**src/lab_pkg.sv**
```systemverilog
// Shared constants for the LIN auto-baud and break logic
package lab_pkg;
    // Register byte addresses
    localparam logic [4:0] ADDR_CTRL = 5'h00;
    localparam logic [4:0] ADDR_STAT = 5'h04;
    localparam logic [4:0] ADDR_RXD = 5'h08;
    localparam logic [4:0] ADDR_TXD = 5'h0C;
    localparam logic [4:0] ADDR_RATE = 5'h10;
    // Control register fields
    localparam int CB_AUTOBAUD = 0;
    localparam int CB_WAKE = 1;
    localparam int CB_BREAK = 2;
    localparam int CB_TRANSMIT_ENABLE = 3;
    localparam int CB_WIDE = 4;
    localparam int CB_HIGH = 5;
    // Status register fields
    localparam int SB_RXF = 0;
    localparam int SB_OVF = 1;
    localparam int SB_FRAMING_ERROR_FLAG = 2;
    localparam int SB_SHIFT_IDLE = 3;
    localparam int SB_TXE = 4;
    localparam int SB_RX_IDLE = 5;
    // Reset values, rate counter limit and calibration start count
    localparam logic [5:0] CTRL_RESET = 6'h00;
    localparam logic [15:0] RATE_RESET = 16'h0000;
    localparam logic [15:0] RATE_MAX = 16'hFFFF;
    localparam logic [15:0] ABD_FIRST = 16'h0001;
    // Base clock dividers and the auto-baud slow-down shift
    localparam logic [9:0] DIV_FAST = 10'h004;
    localparam logic [9:0] DIV_MID = 10'h010;
    localparam logic [9:0] DIV_SLOW = 10'h040;
    localparam int ABD_SHIFT = 3;
    // Rising edges of the sync character
    localparam logic [2:0] ABD_LAST_EDGE = 3'h5;
    // Frame shapes; lengths count the start bit, the tail follows it
    localparam logic [3:0] DATA_LAST = 4'h7;
    localparam logic [3:0] LEN_BYTE = 4'hA;
    localparam logic [3:0] LEN_BREAK = 4'hE;
    localparam logic [13:0] BREAK_TAIL = 14'h1000;
endpackage : lab_pkg

```
**src/lab_link_if.sv**
```systemverilog
// Serial lines between the transceiver and the remote node
`timescale 1ns/10ps
interface lab_link_if;
    logic rx_line;
    logic tx_line;
    modport dev (input rx_line, output tx_line);
    modport node (output rx_line, input tx_line);
endinterface : lab_link_if

```
**src/lab_device.sv**
```systemverilog
// Transceiver end: auto-baud, wake on break, break send and detect
// What this block does
// RQ1: Receive edges time the sync character period
// RQ2: Autobaud enable starts calibration, receiver idles
// RQ3: Fifth edge stores count, clears enable, flags
// RQ4: Reading receive data clears receive flag
// RQ5: Rate count pair is one 16-bit counter
// RQ6: Calibration counts at one eighth base clock
// RQ7: Counter starts at one; software subtracts one
// RQ8: Wake plus autobaud measures byte after break
// RQ9: Overflow sets flag, counting runs to fifth
// RQ10: Overflow clear refused while autobaud still enabled
// RQ11: Wake enable idles receiver, watches falling edge
// RQ12: Falling edge in wake sets receive flag
// RQ13: Rising edge ends break, clears wake enable
// RQ14: Nonzero character's first low counts as wake
// RQ15: Remote wake character is long all-zero
// RQ16: Software checks receiver idle before wake enable
// RQ17: Break is start, twelve zeros, stop
// RQ18: Break armed, next data write sends zeros
// RQ19: Break end clears request, buffered byte follows
// RQ20: Shift status covers break like normal frames
// RQ21: Break seen as flag, framing error, zero
// RQ22: Buffer empty flag allows next data write
// RQ23: Receive line synchronised before edge detection
//
// Chosen here: the register addresses and the Avalon-MM register port.
`timescale 1ns/10ps
module lab_device (
    input wire logic CLK_SYS,
    input wire logic RESET_N,
    input wire logic CE,
    input wire logic [4:0] AVS_ADDRESS,
    input wire logic AVS_READ,
    input wire logic AVS_WRITE,
    input wire logic [31:0] AVS_WRITEDATA,
    output logic [31:0] AVS_READDATA,
    output logic AVS_WAITREQUEST,
    lab_link_if.dev LINK
);
    typedef enum logic [2:0] {
        RX_IDLE, RX_START, RX_DATA, RX_STOP, RX_WAKE, RX_ABD_START, RX_ABD_COUNT
    } lab_rx_state_t;

    lab_rx_state_t st_q;
    logic wait_q;
    logic [31:0] rdata_q;
    logic autobaud_enable_q, wake_on_break_enable_q, send_break_request_q, transmit_enable_q;
    logic wide_rate_select_q, high_rate_select_q;
    logic receive_flag_q, autobaud_overflow_flag_q, framing_error_flag_q;
    logic [7:0] rxdata_q, rsh_q;
    logic [15:0] rate_q, rcnt_q, tcnt_q;
    logic [2:0] edges_q;
    logic [3:0] rbits_q, tleft_q;
    logic [9:0] pre_q, div, div_eff;
    logic s1_q, s2_q, s3_q, rx_q, prev_q;
    logic [7:0] buf_q;
    logic buf_full_q, buf_brk_q, tbrk_q, txd_q;
    logic [13:0] tsh_q;
    logic wr, rd, tick, rstb, tstb, fall, rise, load;
    logic ev_byte, ev_wake_fall, ev_wake_rise, ev_abd_done, ev_ovf, ev_brk_done;
    logic [31:0] rmux;

    // Bus slave: one wait cycle, then completes
    assign wr = AVS_WRITE && !wait_q;
    assign rd = AVS_READ && !wait_q;
    assign AVS_WAITREQUEST = wait_q;
    assign AVS_READDATA = rdata_q;

    always_ff @(posedge CLK_SYS) begin
        if (!RESET_N) begin
            wait_q <= 1'b1;
        end else if (CE) begin
            wait_q <= !((AVS_READ || AVS_WRITE) && wait_q);
        end
    end

    always_comb begin
        rmux = 32'h0000_0000;
        case (AVS_ADDRESS)
            lab_pkg::ADDR_CTRL: begin
                rmux[5:0] = {high_rate_select_q, wide_rate_select_q, transmit_enable_q,
                             send_break_request_q, wake_on_break_enable_q, autobaud_enable_q};
            end
            lab_pkg::ADDR_STAT: begin
                rmux[lab_pkg::SB_RXF] = receive_flag_q;
                rmux[lab_pkg::SB_OVF] = autobaud_overflow_flag_q;
                rmux[lab_pkg::SB_FRAMING_ERROR_FLAG] = framing_error_flag_q;
                // RQ20 shift status
                rmux[lab_pkg::SB_SHIFT_IDLE] = (tleft_q == 4'h0);
                // RQ22 buffer empty
                rmux[lab_pkg::SB_TXE] = !buf_full_q;
                rmux[lab_pkg::SB_RX_IDLE] = (st_q == RX_IDLE);
            end
            lab_pkg::ADDR_RXD: rmux[7:0] = rxdata_q;
            lab_pkg::ADDR_RATE: rmux[15:0] = rate_q;
            default: rmux = 32'h0000_0000;
        endcase
    end

    always_ff @(posedge CLK_SYS) begin
        if (!RESET_N) begin
            rdata_q <= 32'h0000_0000;
        end else if (CE && AVS_READ && wait_q) begin
            rdata_q <= rmux;
        end
    end

    // RQ23 three-stage line sync
    always_ff @(posedge CLK_SYS) begin
        if (!RESET_N) begin
            s1_q <= 1'b1;
            s2_q <= 1'b1;
            s3_q <= 1'b1;
            rx_q <= 1'b1;
            prev_q <= 1'b1;
        end else if (CE) begin
            s1_q <= LINK.rx_line;
            s2_q <= s1_q;
            s3_q <= s2_q;
            if (s2_q == s3_q) begin
                rx_q <= s3_q;
            end
            prev_q <= rx_q;
        end
    end
    assign fall = prev_q && !rx_q;
    assign rise = !prev_q && rx_q;

    // RQ6 base clock select, slowed eightfold in calibration
    always_comb begin
        if (wide_rate_select_q && high_rate_select_q) begin
            div = lab_pkg::DIV_FAST;
        end else if (wide_rate_select_q || high_rate_select_q) begin
            div = lab_pkg::DIV_MID;
        end else begin
            div = lab_pkg::DIV_SLOW;
        end
        div_eff = (st_q == RX_ABD_COUNT) ? (div << lab_pkg::ABD_SHIFT) : div;
    end
    // Compare high: leaving calibration shrinks the divider below the prescaler count
    assign tick = (pre_q >= div_eff - 10'h001);

    always_ff @(posedge CLK_SYS) begin
        if (!RESET_N) begin
            pre_q <= 10'h000;
        end else if (CE) begin
            pre_q <= tick ? 10'h000 : pre_q + 10'h001;
        end
    end

    assign rstb = tick && (rcnt_q == 16'h0000);
    assign tstb = tick && (tcnt_q == 16'h0000);
    // RQ12 wake falling edge
    assign ev_wake_fall = (st_q == RX_WAKE) && fall;
    // RQ13 wake ends on rise
    assign ev_wake_rise = (st_q == RX_WAKE) && rise;
    // RQ3 fifth rising edge
    assign ev_abd_done = (st_q == RX_ABD_COUNT) && rise && (edges_q == lab_pkg::ABD_LAST_EDGE - 3'h1);
    // RQ9 counter wrap
    assign ev_ovf = (st_q == RX_ABD_COUNT) && tick && (rate_q == lab_pkg::RATE_MAX);
    assign ev_byte = (st_q == RX_STOP) && rstb;

    // Receiver sequencer
    always_ff @(posedge CLK_SYS) begin
        if (!RESET_N) begin
            st_q <= RX_IDLE;
            rsh_q <= 8'h00;
            rbits_q <= 4'h0;
            rcnt_q <= 16'h0000;
            edges_q <= 3'h0;
        end else if (CE) begin
            if (tick) begin
                rcnt_q <= (rcnt_q == 16'h0000) ? rate_q : rcnt_q - 16'h0001;
            end
            case (st_q)
                RX_IDLE: begin
                    // RQ11 wake keeps normal reception off
                    if (wake_on_break_enable_q) begin
                        st_q <= RX_WAKE;
                    // RQ2 calibration holds receiver idle
                    end else if (autobaud_enable_q) begin
                        st_q <= RX_ABD_START;
                    end else if (fall) begin
                        st_q <= RX_START;
                        rcnt_q <= rate_q >> 1;
                    end
                end
                RX_START: begin
                    if (rstb) begin
                        st_q <= rx_q ? RX_IDLE : RX_DATA;
                        rbits_q <= 4'h0;
                    end
                end
                RX_DATA: begin
                    if (rstb) begin
                        rsh_q <= {rx_q, rsh_q[7:1]};
                        rbits_q <= rbits_q + 4'h1;
                        if (rbits_q == lab_pkg::DATA_LAST) begin
                            st_q <= RX_STOP;
                        end
                    end
                end
                RX_STOP: begin
                    if (rstb) begin
                        st_q <= RX_IDLE;
                    end
                end
                RX_WAKE: begin
                    // RQ14 any first low-to-high ends the wake
                    // RQ8 idle then picks up a pending calibration
                    if (rise || !wake_on_break_enable_q) begin
                        st_q <= RX_IDLE;
                    end
                end
                RX_ABD_START: begin
                    if (!autobaud_enable_q) begin
                        st_q <= RX_IDLE;
                    // RQ1 counting opens on first rise
                    end else if (rise) begin
                        st_q <= RX_ABD_COUNT;
                        edges_q <= 3'h1;
                    end
                end
                RX_ABD_COUNT: begin
                    if (!autobaud_enable_q || ev_abd_done) begin
                        st_q <= RX_IDLE;
                    end else if (rise) begin
                        edges_q <= edges_q + 3'h1;
                    end
                end
                default: st_q <= RX_IDLE;
            endcase
        end
    end

    // RQ5 rate pair counts as one word
    always_ff @(posedge CLK_SYS) begin
        if (!RESET_N) begin
            rate_q <= lab_pkg::RATE_RESET;
        end else if (CE) begin
            if (wr && AVS_ADDRESS == lab_pkg::ADDR_RATE) begin
                rate_q <= AVS_WRITEDATA[15:0];
            // RQ7 count begins at one
            end else if (st_q == RX_ABD_START && autobaud_enable_q && rise) begin
                rate_q <= lab_pkg::ABD_FIRST;
            end else if (st_q == RX_ABD_COUNT && tick && !ev_abd_done) begin
                rate_q <= rate_q + 16'h0001;
            end
        end
    end

    // Control bits; a software write beats a hardware clear
    always_ff @(posedge CLK_SYS) begin
        if (!RESET_N) begin
            {high_rate_select_q, wide_rate_select_q, transmit_enable_q, send_break_request_q,
             wake_on_break_enable_q, autobaud_enable_q} <= lab_pkg::CTRL_RESET;
        end else if (CE) begin
            if (wr && AVS_ADDRESS == lab_pkg::ADDR_CTRL) begin
                {high_rate_select_q, wide_rate_select_q, transmit_enable_q, send_break_request_q,
                 wake_on_break_enable_q, autobaud_enable_q} <= AVS_WRITEDATA[5:0];
            end else begin
                // RQ3 enable self-clears
                if (ev_abd_done) begin
                    autobaud_enable_q <= 1'b0;
                end
                // RQ13 wake enable self-clears
                if (ev_wake_rise) begin
                    wake_on_break_enable_q <= 1'b0;
                end
                // RQ19 break request self-clears
                if (ev_brk_done) begin
                    send_break_request_q <= 1'b0;
                end
            end
        end
    end

    // Status flags: hardware set wins over clear
    always_ff @(posedge CLK_SYS) begin
        if (!RESET_N) begin
            receive_flag_q <= 1'b0;
            autobaud_overflow_flag_q <= 1'b0;
            framing_error_flag_q <= 1'b0;
            rxdata_q <= 8'h00;
        end else if (CE) begin
            // RQ12 flag on wake, byte or calibration end
            if (ev_byte || ev_wake_fall || ev_abd_done) begin
                receive_flag_q <= 1'b1;
            // RQ4 data read clears flag
            end else if (rd && AVS_ADDRESS == lab_pkg::ADDR_RXD) begin
                receive_flag_q <= 1'b0;
            end
            if (ev_ovf) begin
                autobaud_overflow_flag_q <= 1'b1;
            // RQ10 clear refused while calibrating
            end else if (wr && AVS_ADDRESS == lab_pkg::ADDR_STAT && AVS_WRITEDATA[lab_pkg::SB_OVF]
                         && !autobaud_enable_q) begin
                autobaud_overflow_flag_q <= 1'b0;
            end
            // RQ21 zero data with framing error marks break
            if (ev_byte) begin
                rxdata_q <= rsh_q;
                framing_error_flag_q <= !rx_q;
            end
        end
    end

    // Transmit buffer and shifter
    // Frames start on a tick, else the start bit comes up short
    assign load = (tleft_q == 4'h0) && buf_full_q && transmit_enable_q && tick;
    assign ev_brk_done = tstb && tbrk_q && (tleft_q == 4'h1);
    assign LINK.tx_line = txd_q;

    always_ff @(posedge CLK_SYS) begin
        if (!RESET_N) begin
            buf_q <= 8'h00;
            buf_full_q <= 1'b0;
            buf_brk_q <= 1'b0;
        end else if (CE) begin
            if (wr && AVS_ADDRESS == lab_pkg::ADDR_TXD && !buf_full_q) begin
                buf_q <= AVS_WRITEDATA[7:0];
                buf_full_q <= 1'b1;
                // RQ18 only the first write after arming is a break
                buf_brk_q <= send_break_request_q && transmit_enable_q && !tbrk_q;
            end else if (load) begin
                buf_full_q <= 1'b0;
            end
        end
    end

    always_ff @(posedge CLK_SYS) begin
        if (!RESET_N) begin
            tsh_q <= 14'h0000;
            tleft_q <= 4'h0;
            tcnt_q <= 16'h0000;
            tbrk_q <= 1'b0;
            txd_q <= 1'b1;
        end else if (CE) begin
            if (load) begin
                txd_q <= 1'b0;
                tcnt_q <= rate_q;
                tbrk_q <= buf_brk_q;
                // RQ17 break frame shape, data ignored
                tsh_q <= buf_brk_q ? lab_pkg::BREAK_TAIL : {5'h01, buf_q, 1'b0} >> 1;
                tleft_q <= buf_brk_q ? lab_pkg::LEN_BREAK : lab_pkg::LEN_BYTE;
            end else if (tleft_q != 4'h0 && tick) begin
                tcnt_q <= (tcnt_q == 16'h0000) ? rate_q : tcnt_q - 16'h0001;
                if (tstb) begin
                    tleft_q <= tleft_q - 4'h1;
                    txd_q <= (tleft_q == 4'h1) ? 1'b1 : tsh_q[0];
                    tsh_q <= tsh_q >> 1;
                    if (tleft_q == 4'h1) begin
                        tbrk_q <= 1'b0;
                    end
                end
            end
        end
    end
endmodule : lab_device

```
**src/flat_wrapper.sv**
```systemverilog
// flat-port wrapper written by rule: the top's interface ports become plain ports
module lab_device_flat 
  (CLK_SYS, RESET_N, CE, AVS_ADDRESS, AVS_READ, AVS_WRITE, AVS_WRITEDATA, AVS_READDATA, AVS_WAITREQUEST, LINK_rx_line, LINK_tx_line);
  lab_link_if LINK_i ();
  input wire logic CLK_SYS;
  input wire logic RESET_N;
  input wire logic CE;
  input wire logic [4:0] AVS_ADDRESS;
  input wire logic AVS_READ;
  input wire logic AVS_WRITE;
  input wire logic [31:0] AVS_WRITEDATA;
  output logic [31:0] AVS_READDATA;
  output logic AVS_WAITREQUEST;
  input wire logic [$bits(LINK_i.rx_line)-1:0] LINK_rx_line;
  output wire logic [$bits(LINK_i.tx_line)-1:0] LINK_tx_line;
  assign LINK_i.rx_line = LINK_rx_line;
  assign LINK_tx_line = LINK_i.tx_line;
  lab_device u_core (.CLK_SYS(CLK_SYS), .RESET_N(RESET_N), .CE(CE), .AVS_ADDRESS(AVS_ADDRESS), .AVS_READ(AVS_READ), .AVS_WRITE(AVS_WRITE), .AVS_WRITEDATA(AVS_WRITEDATA), .AVS_READDATA(AVS_READDATA), .AVS_WAITREQUEST(AVS_WAITREQUEST), .LINK(LINK_i));
endmodule
```
**config.mk**
```make
export PLATFORM = sky130hd
export DESIGN_NAME = lab_device_flat
export DESIGN_NICKNAME = d
export VERILOG_FILES = /design/src/lab_pkg.sv /design/src/lab_link_if.sv /design/src/lab_device.sv /design/src/flat_wrapper.sv
export SDC_FILE = /design/constraint.sdc
export NUM_CORES = 1
export LEC_CHECK = 0
export BUFFER_PORTS_ARGS = -buffer_cell sky130_fd_sc_hd__buf_2
export CAP_MARGIN = 20
export CORE_MARGIN = 2
export CORE_UTILIZATION = 55
export CTS_CLUSTER_DIAMETER = 50
export CTS_CLUSTER_SIZE = 25
export DETAILED_ROUTE_END_ITERATION = 6
export GPL_TIMING_DRIVEN = 0
export PLACE_DENSITY_LB_ADDON = 0.2
export SKIP_LAST_GASP = 1
export SYNTH_ARGS = -nofsm -noshare
export SYNTH_HDL_FRONTEND = slang
export SYNTH_SLANG_ARGS = --single-unit
export TNS_END_PERCENT = 1
```
**constraint.sdc**
```tcl
create_clock -name CLK_SYS -period 7.4 [get_ports CLK_SYS]
set_clock_uncertainty 0.2 [all_clocks]
set_input_delay 1.48 -clock CLK_SYS [delete_from_list [all_inputs] [get_ports CLK_SYS]]
set_output_delay 1.48 -clock CLK_SYS [all_outputs]
set_load 0.02 [all_outputs]
```
==> flow_summary.ini, run 1 <==
[outcome]
status = complete, but fails checks
violations = design-rule violations

[place]
dp_slack_ps = 3050
dpl.hpwl_um = 17900
port-buffer-count = 44
gp_congestion = 0.951
placed_area_um2 = 8580

[yosys]
ys_types = 77
synthTopCellsByArea = dfxtp_1 36%, a21oi_1 6.4%, nand2_1 5.4%, nor2_1 4.1%, mux2i_1 3.6%
synth_most_common_cell = dfxtp_1
yosys.area.top_type = dfxtp_1
synth_xor_xnor_area_share = 0.0206
async_flop_share = 0
synth_seq_cells = 144
synthAdderAreaFrac = 0.0369
synth_top_family_by_area = simple AND/OR/NAND/NOR gates
syn_area_um2 = 8070
synth-edff-count = 0
synth_seq_area_share = 0.357
yosysWarnings = 0
yosys.area.top_type_share = 0.357
netlist_instances = 1032
synth_common_cells = 144 x dfxtp_1, 117 x nand2_1, 104 x a21oi_1
yosys.area_share.simple = 0.255
synth_compound_area_frac = 0.230
synth_mux_area_frac = 0.0360
ys.flop_type = dfxtp_1
syn_area_per_cell_um2 = 7.82

[critical_path]
cp-start-kind = flop
worstReg2RegStart = u_core.st_q[0]$_SDFFE_PN0P_
cp_data_required_time_ps = 7480
cp-end-kind = flop
crit_path_max_fanout = 9
cp-startpoint = u_core.st_q[0]$_SDFFE_PN0P_
critical_path_class = reg -> reg
crit_arrival_ps = 4640

[global_routing]
grt_pass1_vias = 7748
grt_max_degree = 17
antenna_found_initial = 0
gr-total-overflow = 0
grt_pass1_wl_um = 40900
grt_use_total = 0.324

[routing]
drtIter0Drc = 1130
ant_nets = 0
viasPerCell = 6.44
route.detailed.drc = 2
drt_pass1_iterations = 7
wl_um = 25500
routed-via-count = 8407
wire_per_inst_um = 19.5

[clocking]
ctsLongestPathBuffers = 2
cts_buffers = 17
ctsResizeCount = 0
path_clk_slew_ps = 60
cts_tree = built
clock-sinks = 144
clkLatencyLatePin_ps = 440
htree_levels = 4
postCtsHoldBufs = 0
post_cts_buffers = 0
root_buffer = clkbuf_16

[finish]
antenna_cells = 0
drive_above_1_share = 0.113
nets = 1176
final_area_um2 = 9170
seqCellArea_um2 = 2880
fillers = 1291
multi_input_area_um2 = 4730
area_growth_syn_to_layout_pct = 13.6

[floorplanning]
die_w_um = 125
start_util = 0.560
die_area_um2 = 15700
core_area_um2 = 14400
std_cell_rows = 44
ios = 77
die_h_um = 125

[sta]
setup_viol = 0
drv_slew = 0
max_freq_mhz = 220
setup_ws_ps = 2850
post-route-min-period_ps = 4550
slew_headroom = 0.310
rsz0062_at_grt = no
finalHoldViolCount = 0
setup_tns_ps = 0
worst_pin_slew_ps = 1040
finalCritPeriodShare = 0.616

[power]
p_per_area_nw_per_um2 = 193
p_leak_nw = 3.46
worst_ir_drop_vdd_v = 0.000181

[min_path]
hp-start = u_core.AVS_READDATA[10]$_SDFFE_PN0P_
hp-class = reg -> reg

[flow_run]
drv_cap = 0
[flip-flops by register name (all words and copies together) (netlist names), 3 cells and up]
signal / count
u_core.AVS_READDATA: 16
u_core.rate_q: 16
u_core.rcnt_q: 16
u_core.tcnt_q: 16
u_core.tsh_q: 13
u_core.pre_q: 10
u_core.buf_q: 8
u_core.rsh_q: 8
u_core.rxdata_q: 8
u_core.rbits_q: 4
u_core.tleft_q: 4
u_core.edges_q: 3
u_core.st_q: 3
[worst paths after layout]
path                                          end  slack (ps)  cells after the start
max                 u_core.tcnt_q[6]$_SDFFE_PN0P_        2850                     14
min          u_core.AVS_READDATA[10]$_SDFFE_PN0P_         250                      2
max reg2reg         u_core.tcnt_q[6]$_SDFFE_PN0P_        2850                     14
min reg2reg  u_core.AVS_READDATA[10]$_SDFFE_PN0P_         250                      2
[cells by family after synthesis]
kind of cell    after synthesis
compound gates              288
xor+xnor                     19
fa+ha+maj                    24
buf+inv                     115
flops                       144
mux                          29
other cells                   1
simple gates                412
[metal layers]
| layer | share of wire | wire length [um] | vias up | global-route usage |
|---|---|---|---|---|
| met5 | 0 | 0 | - | 0 |
| met4 | 0.040 | 1010 | 0 | 0.144 |
| met3 | 0.093 | 2380 | 105 | 0.0680 |
| met2 | 0.45 | 11400 | 460 | 0.503 |
| met1 | 0.42 | 10700 | 3929 | 0.437 |
| li1 | - | - | 3913 | - |
[cell type report]
class | count | share of cell area
Buffer | 92 | 0.0471
Clock buffer | 18 | 0.0468
Clock inverter | 13 | 0.0177
Inverter | 23 | 0.00941
Multi-Input combinational cell | 788 | 0.516
Sequential cell | 144 | 0.314
Tap cell | 184 | 0.0251
Timing Repair Buffer | 44 | 0.0240
[metrics by stage]
step | hold slack (ps) | util | std cells | power [W]
5_1_grt | 271 | 0.636 | 1306 | 0.00181
4_1_cts | 248 | 0.636 | 1306 | 0.00177
3_5_place_dp | 240 | 0.595 | 1275 | 0.000898
2_1_floorplan | 231 | - | 1047 | 0.000861
3_3_place_gp | 237 | 0.595 | 1275 | 0.000897
6_report | 246 | 0.636 | 1306 | 0.00177
[worst max-delay path, stage by stage, from the launching register on]
cell and delay, ps:
dfxtp_1 300, clkbuf_1 170, nand3b_1 340, nand2_1 170, ha_1 210, nor2_1 70
o311ai_0 280, o31a_1 220, ha_1 260, a41oi_1 260, o21ai_1 270, a22oi_1 890
nor2_1 420, nand3_1 210, o221ai_1 130
[power by group]
part / switching [W] / internal (W) / leakage, nW
logic: 0.0000718 / 0.0000299 / 2.01
clock network: 0.000356 / 0.000529 / 0.283
registers: 0.00000380 / 0.000779 / 1.16
[cell usage in the layout, fill, tap and decap left out, types with 17 or more instances in the layout]
cell         n
a21oi_1    104
buf_2       61
buf_4       17
clkbuf_1    54
clkbuf_16   17
dfxtp_1    144
ha_1        23
inv_1       21
mux2i_1     29
nand2_1    117
nand3_1     48
nand4_1     17
nor2_1      89
nor3_1      42
o21ai_0     56
(Power assumes the default switching activity.)
==> run 2: changes to the inputs <==
CORE_UTILIZATION = 54   (was 55)
clock period = 3.7 ns   (was 7.4 ns; I/O delays follow)
==> run 2 against run 1 <==
Compared with the run above: the flow still finishes with violations (design-rule violations); flip-flop and latch count stayed put; clock-buffer cell count unchanged; first-iteration DRC count is 29% higher; critical endpoint is now u_core.pre_q[8]$_SDFFE_PN0P_; largest power group unchanged; highest routed layer unchanged.
==> flow_summary.ini, run 2 (synthesis gave the netlist of run 1 again) <==
[outcome]
status = complete, but fails checks
violations = design-rule violations

[critical_path]
crit_arrival_ps = 3770
crit_chain = buf_4, nand3b_1, nand2_1, ha_4, nor2_2, o311ai_2, o31a_1, ha_4, a41oi_2, o21ai_4, a22oi_2, nand2_1, nor2_1
crit_path_max_fanout = 10
critical_path_class = reg -> reg
cp_data_required_time_ps = 3870
cpMaxStageDelayCell = a22oi_2
cp-end-kind = flop
cp-start-kind = flop
cpPeakStageDelay_ps = 570

[finish]
drive_above_1_share = 0.142
final_area_um2 = 9410
layout_commonest_cell = dfxtp_1
final_cell_mix = 142 x dfxtp_1, 116 x nand2_1, 103 x a21oi_1
fillers = 1283
layout.cells.non_filler = 1312
nets = 1182
area_growth_syn_to_layout_pct = 16.5
antenna_cells = 0

[global_routing]
grt_pass1_wl_um = 40700
antenna_found_initial = 0
gr-total-overflow = 0
grt_use_total = 0.321
grt_max_degree = 17
grt_pass1_vias = 7503

[power]
p_leak_nw = 3.53
p_per_area_nw_per_um2 = 382
worst_ir_drop_vdd_v = 0.000325

[routing]
ant_nets = 0
route.detailed.drc = 1
wl_um = 25800
drt_pass1_iterations = 7
wire_per_inst_um = 19.6
drtIter0Drc = 1460
viasPerCell = 6.40
routed-via-count = 8392

[clocking]
clkLatencyLatePin_ps = 440
cts_buffers = 17
ctsLongestPathBuffers = 2
root_buffer = clkbuf_16
clock-sinks = 144
htree_levels = 4
path_clk_slew_ps = 60
cts_tree = built

[sta]
hold_ws_ps = 247
setup_viol = 0
finalCritPeriodShare = 0.972
max_freq_mhz = 278
finalHoldViolCount = 0
post-route-min-period_ps = 3600
drv_slew = 0
worst_pin_slew_ps = 896
rsz0062_at_grt = yes
slew_headroom = 0.403

[floorplanning]
die_area_um2 = 15900
die_h_um = 126
die_w_um = 126
std_cell_rows = 44
start_util = 0.553
ios = 77
core_area_um2 = 14600

[place]
placedCellCount = 1275
dpl.hpwl_um = 17900
placed_area_um2 = 8580
port-buffer-count = 44
gp_congestion = 0.968

[flow_run]
drv_cap = 0

[min_path]
hp-class = reg -> reg
## run 2: layout make-up
type,instances,area [um2],area share
plain buffers,90,444,0.0472
clock buffers,18,439,0.0467
clock inverters,13,178,0.0189
inverters,23,86.3,0.00918
multi-input cells,788,4860,0.517
flip-flops and latches,144,2890,0.307
well taps,184,230,0.0245
repair buffers,52,278,0.0295
## run 2: layer usage
layer,global-route usage,wire length [um],up-vias
met2,0.493,11100,492
met4,0.153,1220,0
li1,-,-,3937
met3,0.0624,2470,98
met1,0.435,11000,3865
met5,0,0,-
## run 2: metrics by stage
stage	TNS, ps	setup slack (ps)	utilization	total power [W]
2_1_floorplan	0	144	-	0.00172
3_3_place_gp	-32540	-604	0.588	0.00179
3_5_place_dp	-42950	-710	0.588	0.00180
4_1_cts	-162	-68.6	0.637	0.00359
5_1_grt	-1960	-92.2	0.645	0.00368
6_report	0	103	0.645	0.00360
## run 2: path summary, 6_finish.rpt
kind	from	endpoint	slack, ps	cells past startpoint
min reg2reg	u_core.AVS_READDATA[13]$_SDFFE_PN0P_	u_core.AVS_READDATA[13]$_SDFFE_PN0P_	250	2
min	u_core.AVS_READDATA[13]$_SDFFE_PN0P_	u_core.AVS_READDATA[13]$_SDFFE_PN0P_	250	2
max reg2reg	u_core.st_q[1]$_SDFFE_PN0P_	u_core.pre_q[8]$_SDFFE_PN0P_	100	13
max	u_core.st_q[1]$_SDFFE_PN0P_	u_core.pre_q[8]$_SDFFE_PN0P_	100	13
## run 2: where the power goes
| group | leakage, nW | switching [W] | internal, W | total, W |
|---|---|---|---|---|
| combinational | 2.07 | 0.000143 | 0.0000609 | 0.000203 |
| clock | 0.296 | 0.000737 | 0.00109 | 0.00183 |
| sequential | 1.16 | 0.0000102 | 0.00156 | 0.00157 |
| total | 3.53 | 0.000889 | 0.00271 | 0.00360 |
## run 2: timing repair
action	in CTS	in global routing
resized for setup	27	15
endpoints found under the setup margin	102	93
pin swaps	1	6
setup buffers	3	4
gates cloned	0	1
hold buffers	0	0
## run 2: critical path: cells and delay by family, from the launching register on
kind	cells	cell delay [ps]
buffers and inverters	1	170
DFF	1	320
adders and majority gates	2	390
and+or+nand+nor	5	970
AOI/OAI and AO/OA	5	1450
==> run 3: changes to the inputs <==
CORE_ASPECT_RATIO = 1.5   (was default)
PLACE_DENSITY = 0.76   (was default)
PLACE_DENSITY_LB_ADDON = default   (was 0.2)
==> run 3 against run 2 <==
Compared with the run above: the flow now finishes without violations; flip-flop and latch count unchanged; final area increased by 0.43%; sequential power about the same; register-to-register slack got worse by 60 ps; non-clock buffer count increased by 7; combinational power about the same; first-iteration DRC count decreased by 44%; maximum frequency decreased by 1.7%; core utilization increased by 0.25 points; cell count increased by 1.5%; highest routed layer unchanged.
==> flow_summary.ini, run 3 (synthesis gave the netlist of run 1 again) <==
[clocking]
cts_tree = built
cts_buffers = 17
path_clk_slew_ps = 70
postCtsHoldBufs = 0
ctsLongestPathBuffers = 2
clkLatencyLatePin_ps = 440
clock-sinks = 144
root_buffer = clkbuf_16
htree_levels = 4

[global_routing]
grt_use_total = 0.324
gr-total-overflow = 0
grt_pass1_wl_um = 41400
grt_pass1_vias = 7974
antenna_found_initial = 0
grt_max_degree = 19

[critical_path]
r2r-end = u_core.tcnt_q[10]$_SDFFE_PN0P_
cp-end-kind = flop
crit_path_max_fanout = 9
cp-start-kind = flop
cp-endpoint = u_core.tcnt_q[10]$_SDFFE_PN0P_
cp_data_required_time_ps = 3830
crit_arrival_ps = 3790
r2r_cells = 15
critical_path_class = reg -> reg
worstReg2RegStart = u_core.wide_rate_select_q$_SDFFE_PN0P_
regToRegSetupSlack_ps = 40
cp-startpoint = u_core.wide_rate_select_q$_SDFFE_PN0P_

[sta]
drv_slew = 0
worst_pin_slew_ps = 929
rsz0062_at_grt = yes
slew_headroom = 0.381
finalHoldViolCount = 0
setup_viol = 0
max_freq_mhz = 273
setup_tns_ps = 0
post-route-min-period_ps = 3660
finalCritPeriodShare = 0.989

[finish]
area_growth_syn_to_layout_pct = 17.0
drive_above_1_share = 0.148
fillers = 1328
final_cell_mix = 141 x dfxtp_1, 115 x nand2_1, 103 x a21oi_1
nets = 1189
final_area_um2 = 9450
layout.cells.non_filler = 1332
antenna_cells = 0
layout_commonest_cell = dfxtp_1

[routing]
viasPerCell = 6.45
wire_per_inst_um = 19.9
drt_pass1_iterations = 7
wl_um = 26500
routed-via-count = 8592
ant_nets = 0
route.detailed.drc = 0
drtIter0Drc = 821

[floorplanning]
die_w_um = 104
std_cell_rows = 54
die_h_um = 154
start_util = 0.553
core_area_um2 = 14600
ios = 77
die_area_um2 = 16000

[power]
total_power_w = 0.00353
p_leak_nw = 3.58
worst_ir_drop_vdd_v = 0.000282
p_per_area_nw_per_um2 = 374

[place]
gp_congestion = 0.957
placedCellCount = 1287
dpl.hpwl_um = 18500
port-buffer-count = 44
placed_area_um2 = 8590

[flow_run]
drv_cap = 0

[min_path]
hp-class = reg -> reg

[outcome]
status = complete, no violations
## run 3: cell types whose count changed in the layout (fill, tap and decap cells not counted), sizes merged
cell,previous run,this run
clkbuf,71,69
clkinvlp,2,0
inv,26,32
bufinv,3,0
clkinv,5,6
buf,89,97
## run 3: per-layer routing
metal,wire length [um],GRT usage,vias to the layer above
met4,1730,0.207,0
met5,0,0,-
met3,2440,0.0776,130
li1,-,-,3951
met1,9920,0.375,4003
met2,12400,0.534,508
## run 3: how the worst min path moves through the flow
stage,slack (ps),endpoint,startpoint,depth (start not counted)
after floorplan,230,u_core.rsh_q[0]$_SDFFE_PN0P_,u_core.rsh_q[0]$_SDFFE_PN0P_,2
after CTS,250,u_core.AVS_READDATA[14]$_SDFFE_PN0P_,u_core.AVS_READDATA[14]$_SDFFE_PN0P_,2
after detailed placement,240,u_core.AVS_READDATA[14]$_SDFFE_PN0P_,u_core.AVS_READDATA[14]$_SDFFE_PN0P_,2
after global placement,240,u_core.AVS_READDATA[15]$_SDFFE_PN0P_,u_core.AVS_READDATA[15]$_SDFFE_PN0P_,2
after global routing,280,u_core.AVS_READDATA[8]$_SDFFE_PN0P_,u_core.AVS_READDATA[8]$_SDFFE_PN0P_,2
final,250,u_core.AVS_READDATA[15]$_SDFFE_PN0P_,u_core.AVS_READDATA[15]$_SDFFE_PN0P_,2
## run 3: cell type report
class / count / area [um2] / area share
Multi-Input combinational cell: 788 / 4840 / 0.512
Clock buffer: 17 / 425 / 0.0450
Tap cell: 196 / 245 / 0.0260
Clock inverter: 15 / 179 / 0.0189
Inverter: 23 / 86.3 / 0.00914
Sequential cell: 144 / 2890 / 0.306
Buffer: 90 / 450 / 0.0477
Timing Repair Buffer: 59 / 333 / 0.0352
## run 3: critical path: stages, from the launching register on
cell and delay [ps]:
dfxtp_4 380, inv_1 80, ha_4 290, nand2_1 60, ha_2 210, nor2_1 160
o311ai_1 130, o31a_1 160, ha_1 330, and4_4 260, and2_1 200, a22oi_2 80
buf_4 170, nor2_2 370, o21ai_0 160, a32o_1 290
## run 3: through the flow
step	worst slack [ps]	utilization	hold WS, ps
after CTS	5.00	0.639	250
after detailed placement	-809	0.589	241
after global routing	-130	0.647	280
after global placement	-738	0.589	239
after floorplan	144	-	231
final	42.1	0.647	249
## run 3: where the power goes
part | switching (W) | internal, W
Clock | 0.000841 | 0.000922
Combinational | 0.000141 | 0.0000604
Sequential | 0.00000965 | 0.00156
## run 3: repair_timing
action                     CTS  global route
setup endpoints to repair  105            91
setup buffers                4            11
resized for setup           28            18
pin swaps                    3            11
